<file path="src/verilog/srwg_map.svh">
// Purpose: Offsets, field positions, reset values for the write guard
// Assumes: 8-bit peripheral register port, byte-wide registers
// Notes: Protected slots 0..8 sit at consecutive offsets from PROT0
`ifndef SRWG_MAP_SVH
`define SRWG_MAP_SVH

`define SRWG_ADDR_W 8
`define SRWG_DATA_W 8

// Register offsets
`define SRWG_OFS_UNLOCK 8'h00
`define SRWG_OFS_SYS 8'h01
`define SRWG_OFS_IRQ_STAT 8'h02
`define SRWG_OFS_IRQ_MASK 8'h03
`define SRWG_OFS_PROT0 8'h10

// Protected slots: power save, clock, cpu clock, clock monitor,
// reset source, low voltage, debug mode, backup, subclock low power
`define SRWG_PROT_NUM 9

// Field positions
`define SRWG_SYS_ERR_BIT 0
`define SRWG_EV_ERR 0
`define SRWG_EV_OK 1
`define SRWG_EV_NUM 2

// Reset and read values
`define SRWG_SYS_RST 8'h00
`define SRWG_PROT_RST 8'h00
`define SRWG_UNLOCK_RD 8'h00
`define SRWG_IRQ_RST 8'h00

`endif

</file>
<file path="src/verilog/srwg_pkg.sv">
// Purpose: Types shared by the write guard modules
// Assumes: Nothing beyond the map header
// Notes: Binary state codes written out
package srwg_pkg;

  typedef enum logic [2:0]
  {
    SRWG_CLS_UNLOCK = 3'b000,
    SRWG_CLS_SYS = 3'b001,
    SRWG_CLS_PROT = 3'b010,
    SRWG_CLS_IRQS = 3'b011,
    SRWG_CLS_IRQM = 3'b100,
    SRWG_CLS_OTHER = 3'b101
  } srwg_cls_e;

  typedef enum logic
  {
    SRWG_LOCKED = 1'b0,
    SRWG_ARMED = 1'b1
  } srwg_lock_e;

endpackage

</file>
<file path="src/verilog/srwg_guard.sv">
// Purpose: Guard of system-critical registers against stray writes
// Assumes: Plain register port, read data one cycle after the strobe
// Notes: One access per cycle; internal RAM never reaches this port
//
// How it works
// - Unlock register write-only, reads return zero
// - Protected write only right after unlock
// - Protected write without unlock sets error
// - Other write after unlock sets error
// - Reads keep pending unlock and flag
// - Writing zero or reset clears flag
// - Zero-write to flag after unlock wins
// - Second unlock in a row sets error
// - Status readable, writable byte or bit
// - Status register resets to zero
// - Nine protected registers in the set
// - Raise int_hold while unlock is pending; irq itself is not gated
//
// The address map and the plain strobed port are this design's own decisions.
`timescale 1ns/1ps
`include "srwg_map.svh"

module srwg_guard
  import srwg_pkg::*;
#(
  parameter int PROT_NUM = `SRWG_PROT_NUM
)
(
  input wire logic clock,
  input wire logic resetn,
  input wire logic [`SRWG_ADDR_W-1:0] bus_addr,
  input wire logic [`SRWG_DATA_W-1:0] bus_wdata,
  input wire logic [`SRWG_DATA_W-1:0] bus_wmask,
  input wire logic bus_wr,
  input wire logic bus_rd,
  output logic [`SRWG_DATA_W-1:0] bus_rdata,
  output logic [PROT_NUM*`SRWG_DATA_W-1:0] prot_value,
  output logic protection_error_flag,
  output logic unlock_pending,
  output logic int_hold,
  output logic irq
);

  localparam int IDX_W = $clog2(PROT_NUM);

  // Address class decode
  function automatic srwg_cls_e decode(input logic [`SRWG_ADDR_W-1:0] a);
    srwg_cls_e c;
    c = SRWG_CLS_OTHER;
    if (a == `SRWG_OFS_UNLOCK)
    begin
      c = SRWG_CLS_UNLOCK;
    end
    else if (a == `SRWG_OFS_SYS)
    begin
      c = SRWG_CLS_SYS;
    end
    else if (a == `SRWG_OFS_IRQ_STAT)
    begin
      c = SRWG_CLS_IRQS;
    end
    else if (a == `SRWG_OFS_IRQ_MASK)
    begin
      c = SRWG_CLS_IRQM;
    end
    else if ((a >= `SRWG_OFS_PROT0) &&
             ({1'b0, a} < ({1'b0, `SRWG_OFS_PROT0} + 9'(PROT_NUM))))
    begin
      c = SRWG_CLS_PROT;
    end
    return c;
  endfunction

  srwg_cls_e cls;
  srwg_lock_e lock;
  srwg_lock_e next_lock;
  logic [IDX_W-1:0] prot_idx;
  logic [`SRWG_DATA_W-1:0] prot_q [PROT_NUM];
  logic [`SRWG_DATA_W-1:0] next_prot [PROT_NUM];
  logic next_err;
  logic [`SRWG_DATA_W-1:0] next_rdata;
  logic [`SRWG_DATA_W-1:0] sys_value;
  logic wr_ok;
  logic err_set;
  logic sys_clr;
  logic [`SRWG_EV_NUM-1:0] events;
  logic [`SRWG_EV_NUM-1:0] irq_stat;
  logic [`SRWG_EV_NUM-1:0] irq_mask;

  assign cls = decode(bus_addr);
  assign prot_idx = IDX_W'(bus_addr - `SRWG_OFS_PROT0);
  assign unlock_pending = (lock == SRWG_ARMED);

  // Hold off interrupt acknowledge until the next store arrives, guarded or not
  assign int_hold = unlock_pending;

  // Status register image, reserved bits read zero
  always_comb
  begin
    sys_value = `SRWG_SYS_RST;
    sys_value[`SRWG_SYS_ERR_BIT] = protection_error_flag;
  end

  // Unlock sequencing
  always_comb
  begin
    next_lock = lock;
    if (bus_wr)
    begin
      case (lock)
        SRWG_LOCKED:
        begin
          if (cls == SRWG_CLS_UNLOCK)
          begin
            next_lock = SRWG_ARMED;
          end
        end
        SRWG_ARMED:
        begin
          next_lock = SRWG_LOCKED;
        end
        default:
        begin
          next_lock = SRWG_LOCKED;
        end
      endcase
    end
  end

  // Accept and error conditions; reads never touch them
  always_comb
  begin
    wr_ok = bus_wr && (cls == SRWG_CLS_PROT) && unlock_pending;
    err_set = 1'b0;
    if (bus_wr && (cls == SRWG_CLS_PROT) && !unlock_pending)
    begin
      err_set = 1'b1;
    end
    if (bus_wr && (cls != SRWG_CLS_PROT) && unlock_pending)
    begin
      err_set = 1'b1;
    end
    sys_clr = bus_wr && (cls == SRWG_CLS_SYS) &&
              bus_wmask[`SRWG_SYS_ERR_BIT] && !bus_wdata[`SRWG_SYS_ERR_BIT];
  end

  // Error flag: software clear takes precedence over its own set
  always_comb
  begin
    next_err = protection_error_flag;
    if (sys_clr)
    begin
      next_err = 1'b0;
    end
    else if (err_set)
    begin
      next_err = 1'b1;
    end
  end

  // Protected registers, bit or byte write through the mask
  always_comb
  begin
    for (int i = 0; i < PROT_NUM; i++)
    begin
      next_prot[i] = prot_q[i];
      if (wr_ok && (prot_idx == IDX_W'(i)))
      begin
        next_prot[i] = (prot_q[i] & ~bus_wmask) | (bus_wdata & bus_wmask);
      end
    end
  end

  // Read data, valid only in the cycle after the strobe
  always_comb
  begin
    next_rdata = '0;
    if (bus_rd)
    begin
      case (cls)
        SRWG_CLS_UNLOCK: next_rdata = `SRWG_UNLOCK_RD;
        SRWG_CLS_SYS: next_rdata = sys_value;
        SRWG_CLS_PROT: next_rdata = prot_q[prot_idx];
        SRWG_CLS_IRQS: next_rdata = `SRWG_DATA_W'(irq_stat);
        SRWG_CLS_IRQM: next_rdata = `SRWG_DATA_W'(irq_mask);
        default: next_rdata = '0;
      endcase
    end
  end

  always_ff @(posedge clock)
  begin
    if (!resetn)
    begin
      lock <= SRWG_LOCKED;
      protection_error_flag <= 1'b0;
      bus_rdata <= '0;
      for (int i = 0; i < PROT_NUM; i++)
      begin
        prot_q[i] <= `SRWG_PROT_RST;
      end
    end
    else
    begin
      lock <= next_lock;
      protection_error_flag <= next_err;
      bus_rdata <= next_rdata;
      for (int i = 0; i < PROT_NUM; i++)
      begin
        prot_q[i] <= next_prot[i];
      end
    end
  end

  genvar g;
  generate
    for (g = 0; g < PROT_NUM; g++)
    begin : gen_flat
      assign prot_value[g*`SRWG_DATA_W +: `SRWG_DATA_W] = prot_q[g];
    end
  endgenerate

  // Event interrupts
  always_comb
  begin
    events = '0;
    events[`SRWG_EV_ERR] = err_set && !sys_clr;
    events[`SRWG_EV_OK] = wr_ok;
  end

  srwg_irq #(
    .EV_NUM(`SRWG_EV_NUM)
  ) u_irq (
    .clock(clock),
    .resetn(resetn),
    .event_in(events),
    .stat_wr(bus_wr && (cls == SRWG_CLS_IRQS)),
    .mask_wr(bus_wr && (cls == SRWG_CLS_IRQM)),
    .wdata(bus_wdata),
    .wmask(bus_wmask),
    .stat(irq_stat),
    .mask(irq_mask),
    .irq(irq)
  );
endmodule

</file>
<file path="src/verilog/srwg_irq.sv">
// Purpose: Sticky event status, mask and level interrupt
// Assumes: Single clock, synchronous active-low reset
// Notes: Write one clears; a new event beats the clear
`timescale 1ns/1ps
`include "srwg_map.svh"

module srwg_irq
  import srwg_pkg::*;
#(
  parameter int EV_NUM = `SRWG_EV_NUM
)
(
  input wire logic clock,
  input wire logic resetn,
  input wire logic [EV_NUM-1:0] event_in,
  input wire logic stat_wr,
  input wire logic mask_wr,
  input wire logic [`SRWG_DATA_W-1:0] wdata,
  input wire logic [`SRWG_DATA_W-1:0] wmask,
  output logic [EV_NUM-1:0] stat,
  output logic [EV_NUM-1:0] mask,
  output logic irq
);

  logic [EV_NUM-1:0] next_stat;
  logic [EV_NUM-1:0] next_mask;

  genvar g;
  generate
    for (g = 0; g < EV_NUM; g++)
    begin : gen_bit
      always_comb
      begin
        next_stat[g] = stat[g];
        if (stat_wr && wmask[g] && wdata[g])
        begin
          next_stat[g] = 1'b0;
        end
        if (event_in[g])
        begin
          next_stat[g] = 1'b1;
        end
        next_mask[g] = mask[g];
        if (mask_wr && wmask[g])
        begin
          next_mask[g] = wdata[g];
        end
      end
    end
  endgenerate

  always_ff @(posedge clock)
  begin
    if (!resetn)
    begin
      stat <= EV_NUM'(`SRWG_IRQ_RST);
      mask <= EV_NUM'(`SRWG_IRQ_RST);
    end
    else
    begin
      stat <= next_stat;
      mask <= next_mask;
    end
  end

  assign irq = |(stat & mask);

endmodule

</file>
<file path="config.mk">
export PLATFORM = sky130hd
export DESIGN_NAME = srwg_guard
export DESIGN_NICKNAME = d
export VERILOG_FILES = /design/src/verilog/srwg_pkg.sv /design/src/verilog/srwg_guard.sv /design/src/verilog/srwg_irq.sv
export VERILOG_INCLUDE_DIRS = /design/src /design/src/verilog
export SDC_FILE = /design/constraint.sdc
export NUM_CORES = 1
export LEC_CHECK = 0
export BUFFER_PORTS_ARGS = -buffer_cell sky130_fd_sc_hd__buf_2
export CAP_MARGIN = 30
export CORE_UTILIZATION = 39
export DETAILED_ROUTE_END_ITERATION = 12
export GPL_ROUTABILITY_DRIVEN = 0
export PLACE_DENSITY = 0.66
export SETUP_SLACK_MARGIN = 0.4
export SLEW_MARGIN = 20
export SYNTH_ARGS = -nofsm -noshare
export SYNTH_HDL_FRONTEND = slang
export SYNTH_SLANG_ARGS = --single-unit
</file>
<file path="constraint.sdc">
create_clock -name clock -period 3.21 [get_ports clock]
set_input_delay 0.4815 -clock clock [delete_from_list [all_inputs] [get_ports clock]]
set_output_delay 0.4815 -clock clock [all_outputs]
set_load 0.01 [all_outputs]
</file>
**Yosys cells after proc, flatten, opt, wreduce, memory -nomap -nowiden**

Memory sizes are Yosys's and may differ from the RTL's.
Cells that the tools add are included.

- Register bits: 14
- RAM bits: 72
- Bits of input ports: 28
- Output and inout port bits: 84
- Word-level logic and storage cells: 131
- Memories kept: 1

- Add/subtract/negate cells: 1
- Magnitude comparators: 2
- Eq/ne operators: 16
- Muxes and demuxes: 34
- Bitwise operators: 32
- Reduce and logical (&&, ||, !) cells: 38

Memory list:

| memory | depth | width | rd ports | clocked after Yosys merged registers in | write ports | RTL line | source |
|---|---|---|---|---|---|---|---|
| prot_q | 9 | 8 | 10 | 0 | 9 | srwg_guard.sv:78 | `` logic [`SRWG_DATA_W-1:0] prot_q [PROT_NUM]; `` |

Operators by type and width:

| cell | number |
|---|---|
| $mux 8 | 18 |
| $and 8x8->8 | 10 |
| $or 8x8->8 | 9 |
| $pmux 8 s4 | 1 |
| $logic_and 1x1->1 | 27 |
| $eq 4x3->1 const B | 4 |
| $eq 8x2->1 const B | 2 |
| $mux 3 | 5 |
| $mux 1 | 9 |
| $or 1x1->1 | 9 |
| $eq 4x2->1 const B | 2 |
| $eq 8x1->1 const B | 1 |
| $ge 8x5->1 const B | 1 |
| $logic_not 8->1 | 1 |
| $lt 8x5->1 const B | 1 |
| $not 8->8 | 1 |
| $eq 3x2->1 const B | 2 |
| $eq 4x1->1 const B | 1 |
| $eq 4x4->1 const B | 1 |
| $logic_not 4->1 | 1 |
| $reduce_bool 2->1 | 2 |
| $reduce_or 2->1 | 2 |
| $sub 4x1->4 const B | 1 |
| $eq 3x1->1 const B | 1 |
| other kinds (8) | 11 |

**Logic depth before layout (Yosys ltp)**

- Word-level depth: 14
- Gate-level depth with buffers: 8
- Depth with buffers taken out: 5

**By module**

From an unflattened synthesis, not the netlist that was laid out.

- Cells, all modules: 457
- Area, all modules: 4307.9 um^2

By module, submodules not included:

| module | instances | cells an instance | area an instance (um^2) | sequential area each (um^2) |
|---|---|---|---|---|
| srwg_guard | 1 | 438 | 4141.5 | 1641.6 |
| srwg_irq | 1 | 19 | 166.4 | 80.1 |

**Worst setup path before layout**

Ideal clock, no wire load.

- Path type: input to register
- Start point: in bus_addr[6]
- End point: reg with a tool-made name
- Setup time: 0.126 ns
- Arrival time: 2.156 ns
- Data required time: 3.084 ns
- Setup slack: 0.929 ns
- Stages on the path: 7
- Buffers on the path: 2
- Cell sequence: or4b_1 > buf_6 > or4b_4 > buf_6 > nor2_8 > nand2_1 > mux2i_1

RTL lines:

| item | RTL line | source |
|---|---|---|
| start, declared | srwg_guard.sv:31 | `` input wire logic [`SRWG_ADDR_W-1:0] bus_addr, `` |

==> results.txt <==
- The run finished with clean final reports.
- On the worst path, the slowest cell contributes a delay of 0.78 ns.
* Detailed-routing iteration count for the pre-antenna-repair pass: 5
- VDD sags by at most 0.000293 V.
* Die Ht: 108 um
- At the pin with the least slew margin, the transition time is 0.648 ns.
- WP data required: 3.46 ns
- WL/cell: 17.3 um
* Clk_lat worst skew: 0.37 ns
* Quantity of gates resized following cts: 0
- Summing internal, switching and leakage power gives 2040 uW.
- The synthesized netlist occupies a cell area of 0.00434 sq mm.
- Area fraction of the dominant cell type after synthesis: 39.6%
- Gate Count Post-Synth: 470
- The count of pins over their slew limit came to 0.
* Predominant post-synthesis flop cell: sky130_fd_sc_hd__dfxtp_1
- Die footprint: 0.0116 sq mm
* Row count: 38
- After clock tree synthesis, the setup repair step added 0 buffers.
- Number of hold violations in the final report: 0
* Reported leakage power: 0.00251 uW
- Effective utilization at floorplan: 40.1%
- Complex-gate fraction of the synthesized area: 6.39%
- The detailed router finished its first iteration with 199 violations.
- For this run, design rule violations remaining after detail routing come to 0.
- Setup TNS: 0 ns
- Signal arrival time at the worst endpoint: 2.69 ns
- # clock sinks: 86
- Most common cell in the netlist: sky130_fd_sc_hd__nand2_1
- The number of different library cells used by synthesis comes to 46.
- In this run the worst hold path is classified as input port to flop.
- Maximum number of pins on one net before global-route repair: 56
* Top post-synthesis cells by count: sky130_fd_sc_hd__nand2_1 (153), sky130_fd_sc_hd__dfxtp_1 (86), sky130_fd_sc_hd__mux2i_1 (80)
- Number of placed I/O pins: 112
* Fill cell total of the finished layout: 1074
- Number of buffers created by CTS: 9
- Maximum fanout encountered on the critical timing path: 8
- For this run, asynchronously set or reset flops after synthesis account for 0%.
- Combinational family with the most area after synthesis: multiplexers
- The clock period could shrink to 2.43 ns.
* Setup-violating endpoint count in the final report: 0
* Post-route clock period utilization: 75.8%
- Area Overhead vs Synth: 17.2%
* Number of flip-flops and latches in the synthesized netlist: 86
- Area of the core: 0.0108 sq mm
- Clock slew at reported path FFs: 0.09 ns
- Summing the areas of all fa, ha and maj instances in the mapped netlist gives 0% of the synthesized area.
- Using the TritonRoute via totals, the vias-per-cell ratio works out to 5.30.
- Count of input and output buffers: 111
- The floorplan step set the die width to 108 um.
- Wire length of the first global-routing pass: 19100 um
- Cell at the root of the clock tree: sky130_fd_sc_hd__clkbuf_8
- Synth warnings: 0
- After the last flow step, the layout net total stands at 590.
- Detailed Place HPWL: 8420 um
* Number of vias in the routed layout: 3744
* Area share of xor/xnor cells in the synthesized design: 0.202%
- Simple-gate share of the synthesized area: 23.0%
* Cell Pwr Density: 401 mW/mm^2
- Setup repair after global routing missed its margin: no
* Post-Synthesis Mean Instance Area: 9.24 sq um
- Setup slack on the critical path of the routed design comes to 0.776 ns.
- For this run, the total global-route usage over all layers was measured as 22.1%.
* Top cells by area, synth: sky130_fd_sc_hd__dfxtp_1 (40%), sky130_fd_sc_hd__mux2i_1 (18%), sky130_fd_sc_hd__nand2_1 (13%)
- After synthesis, the share of cell area in mux cells is 25.2%.
- Of the cells placed in the final design, the portion with a size suffix greater than 1 is 28.2%.
* Maximum count of clock buffers along a single path: 2
- Crit-path cells: buf_2 -> or4b_1 -> or4_1 -> nor2_4 -> nand2_1 -> mux2i_1
* Remaining Overflow, GRT: 0
* CTS H-tree depth: 3
- Worst Setup Start Kind: input port
- The number of global-route vias before repair was 3538.
- The worst setup path is of the input port to flop kind.
- TritonCTS built the clock tree.
- Buffers inserted to repair hold after CTS numbered 0.
* Diodes inserted: 0
- The worst setup path is captured at a flop.
* Total detailed-routing wirelength: 12300 um
* Sequential fraction of the synthesis area: 39.6%
- When the netlist entered floorplanning its net count stood at 498.
* Antenna violations before repair: 0
- Fmax achieved: 0.411 GHz
- Yosys mapped a number of flops with a built-in enable equal to 0.
- Slowest library cell on the worst path: sky130_fd_sc_hd__or4_1
* Final setup skew: 0.0165 ns
- Remaining max-slew budget at the tightest pin: 56.8%
* Largest area contributor in the netlist: sky130_fd_sc_hd__dfxtp_1
* Setup WS pre-CTS: 0.403 ns
- Number of max-capacitance violations reported: 0
- Count of nets left with antenna violations after detail routing: 0
==> metal layers <==
| layer | vias to the layer above | part of all wire (%) | wire [um] | GRT usage, % |
|---|---|---|---|---|
| met4 | 0 | 2.3 | 277 | 7.44 |
| met1 | 1786 | 43 | 5260 | 28.3 |
| li1 | 1786 | - | - | - |
| met2 | 149 | 48 | 5910 | 36.9 |
| met3 | 23 | 6.6 | 808 | 4.54 |
| met5 | - | 0 | 0 | 0 |
==> critical path: cells and delay by family <==
family / cells / cell delay [ns]
mux: 1 / 0.13
buf+inv: 1 / 0.10
simple gates: 4 / 1.96
==> area by class of cell <==
| type | count | area (sq um) | share of cell area, % |
|---|---|---|---|
| clock inverters | 5 | 81.3 | 1.60 |
| inverters | 1 | 3.75 | 0.0737 |
| multi-input cells | 349 | 2380 | 46.8 |
| well taps | 140 | 175 | 3.44 |
| clock buffers | 11 | 131 | 2.58 |
| repair buffers | 115 | 598 | 11.7 |
| flip-flops and latches | 86 | 1720 | 33.8 |
==> cell families (layout without fill, tap and decap cells) <==
family                 Yosys count  in the layout
AND/OR/NAND/NOR                213            213
multiplexers                    94             94
flip-flops                      86             86
AO/OA/AOI/OAI                   41             41
buffers and inverters           35            132
XOR/XNOR                         1              1
==> stage by stage <==
| step | hold WS (ns) | cell area, sq um | util (%) | instances |
|---|---|---|---|---|
| final | 0.388 | 5090 | 47.0 | 707 |
| after global routing | 0.390 | 5090 | 47.0 | 707 |
| after CTS | 0.376 | 5090 | 47.0 | 707 |
| after detailed placement | 0.471 | 4880 | 45.0 | 691 |
| after global placement | 0.459 | 4880 | 45.0 | 691 |
| after floorplan | 0.467 | 4340 | - | 470 |
==> cell usage in the layout, fill, tap and decap left out, types with 6 or more instances in the layout <==
cell and count:
sky130_fd_sc_hd__nand2_1 153, sky130_fd_sc_hd__nand3_1 8, sky130_fd_sc_hd__mux2i_1 80, sky130_fd_sc_hd__nor2b_1 8, sky130_fd_sc_hd__o21ai_0 10, sky130_fd_sc_hd__a21oi_1 6, sky130_fd_sc_hd__clkbuf_8 9, sky130_fd_sc_hd__buf_2 111
sky130_fd_sc_hd__mux4_2 12, sky130_fd_sc_hd__dfxtp_1 86, sky130_fd_sc_hd__nor2_1 18
==> where the power goes <==
group	internal, uW	switching [uW]
sequential	1070	0.377
clock	441	400
combinational	41.6	95.9
total	1550	496
==> final timing paths <==
kind	start	to	slack, ns	cells past startpoint
max	bus_addr[6]	flop	0.78	6
min	bus_wdata[4]	flop	0.39	3
max reg2reg	int_hold	flop	1.21	5
min reg2reg	flop	flop	0.48	2
Power figures use the tool's default switching activity.
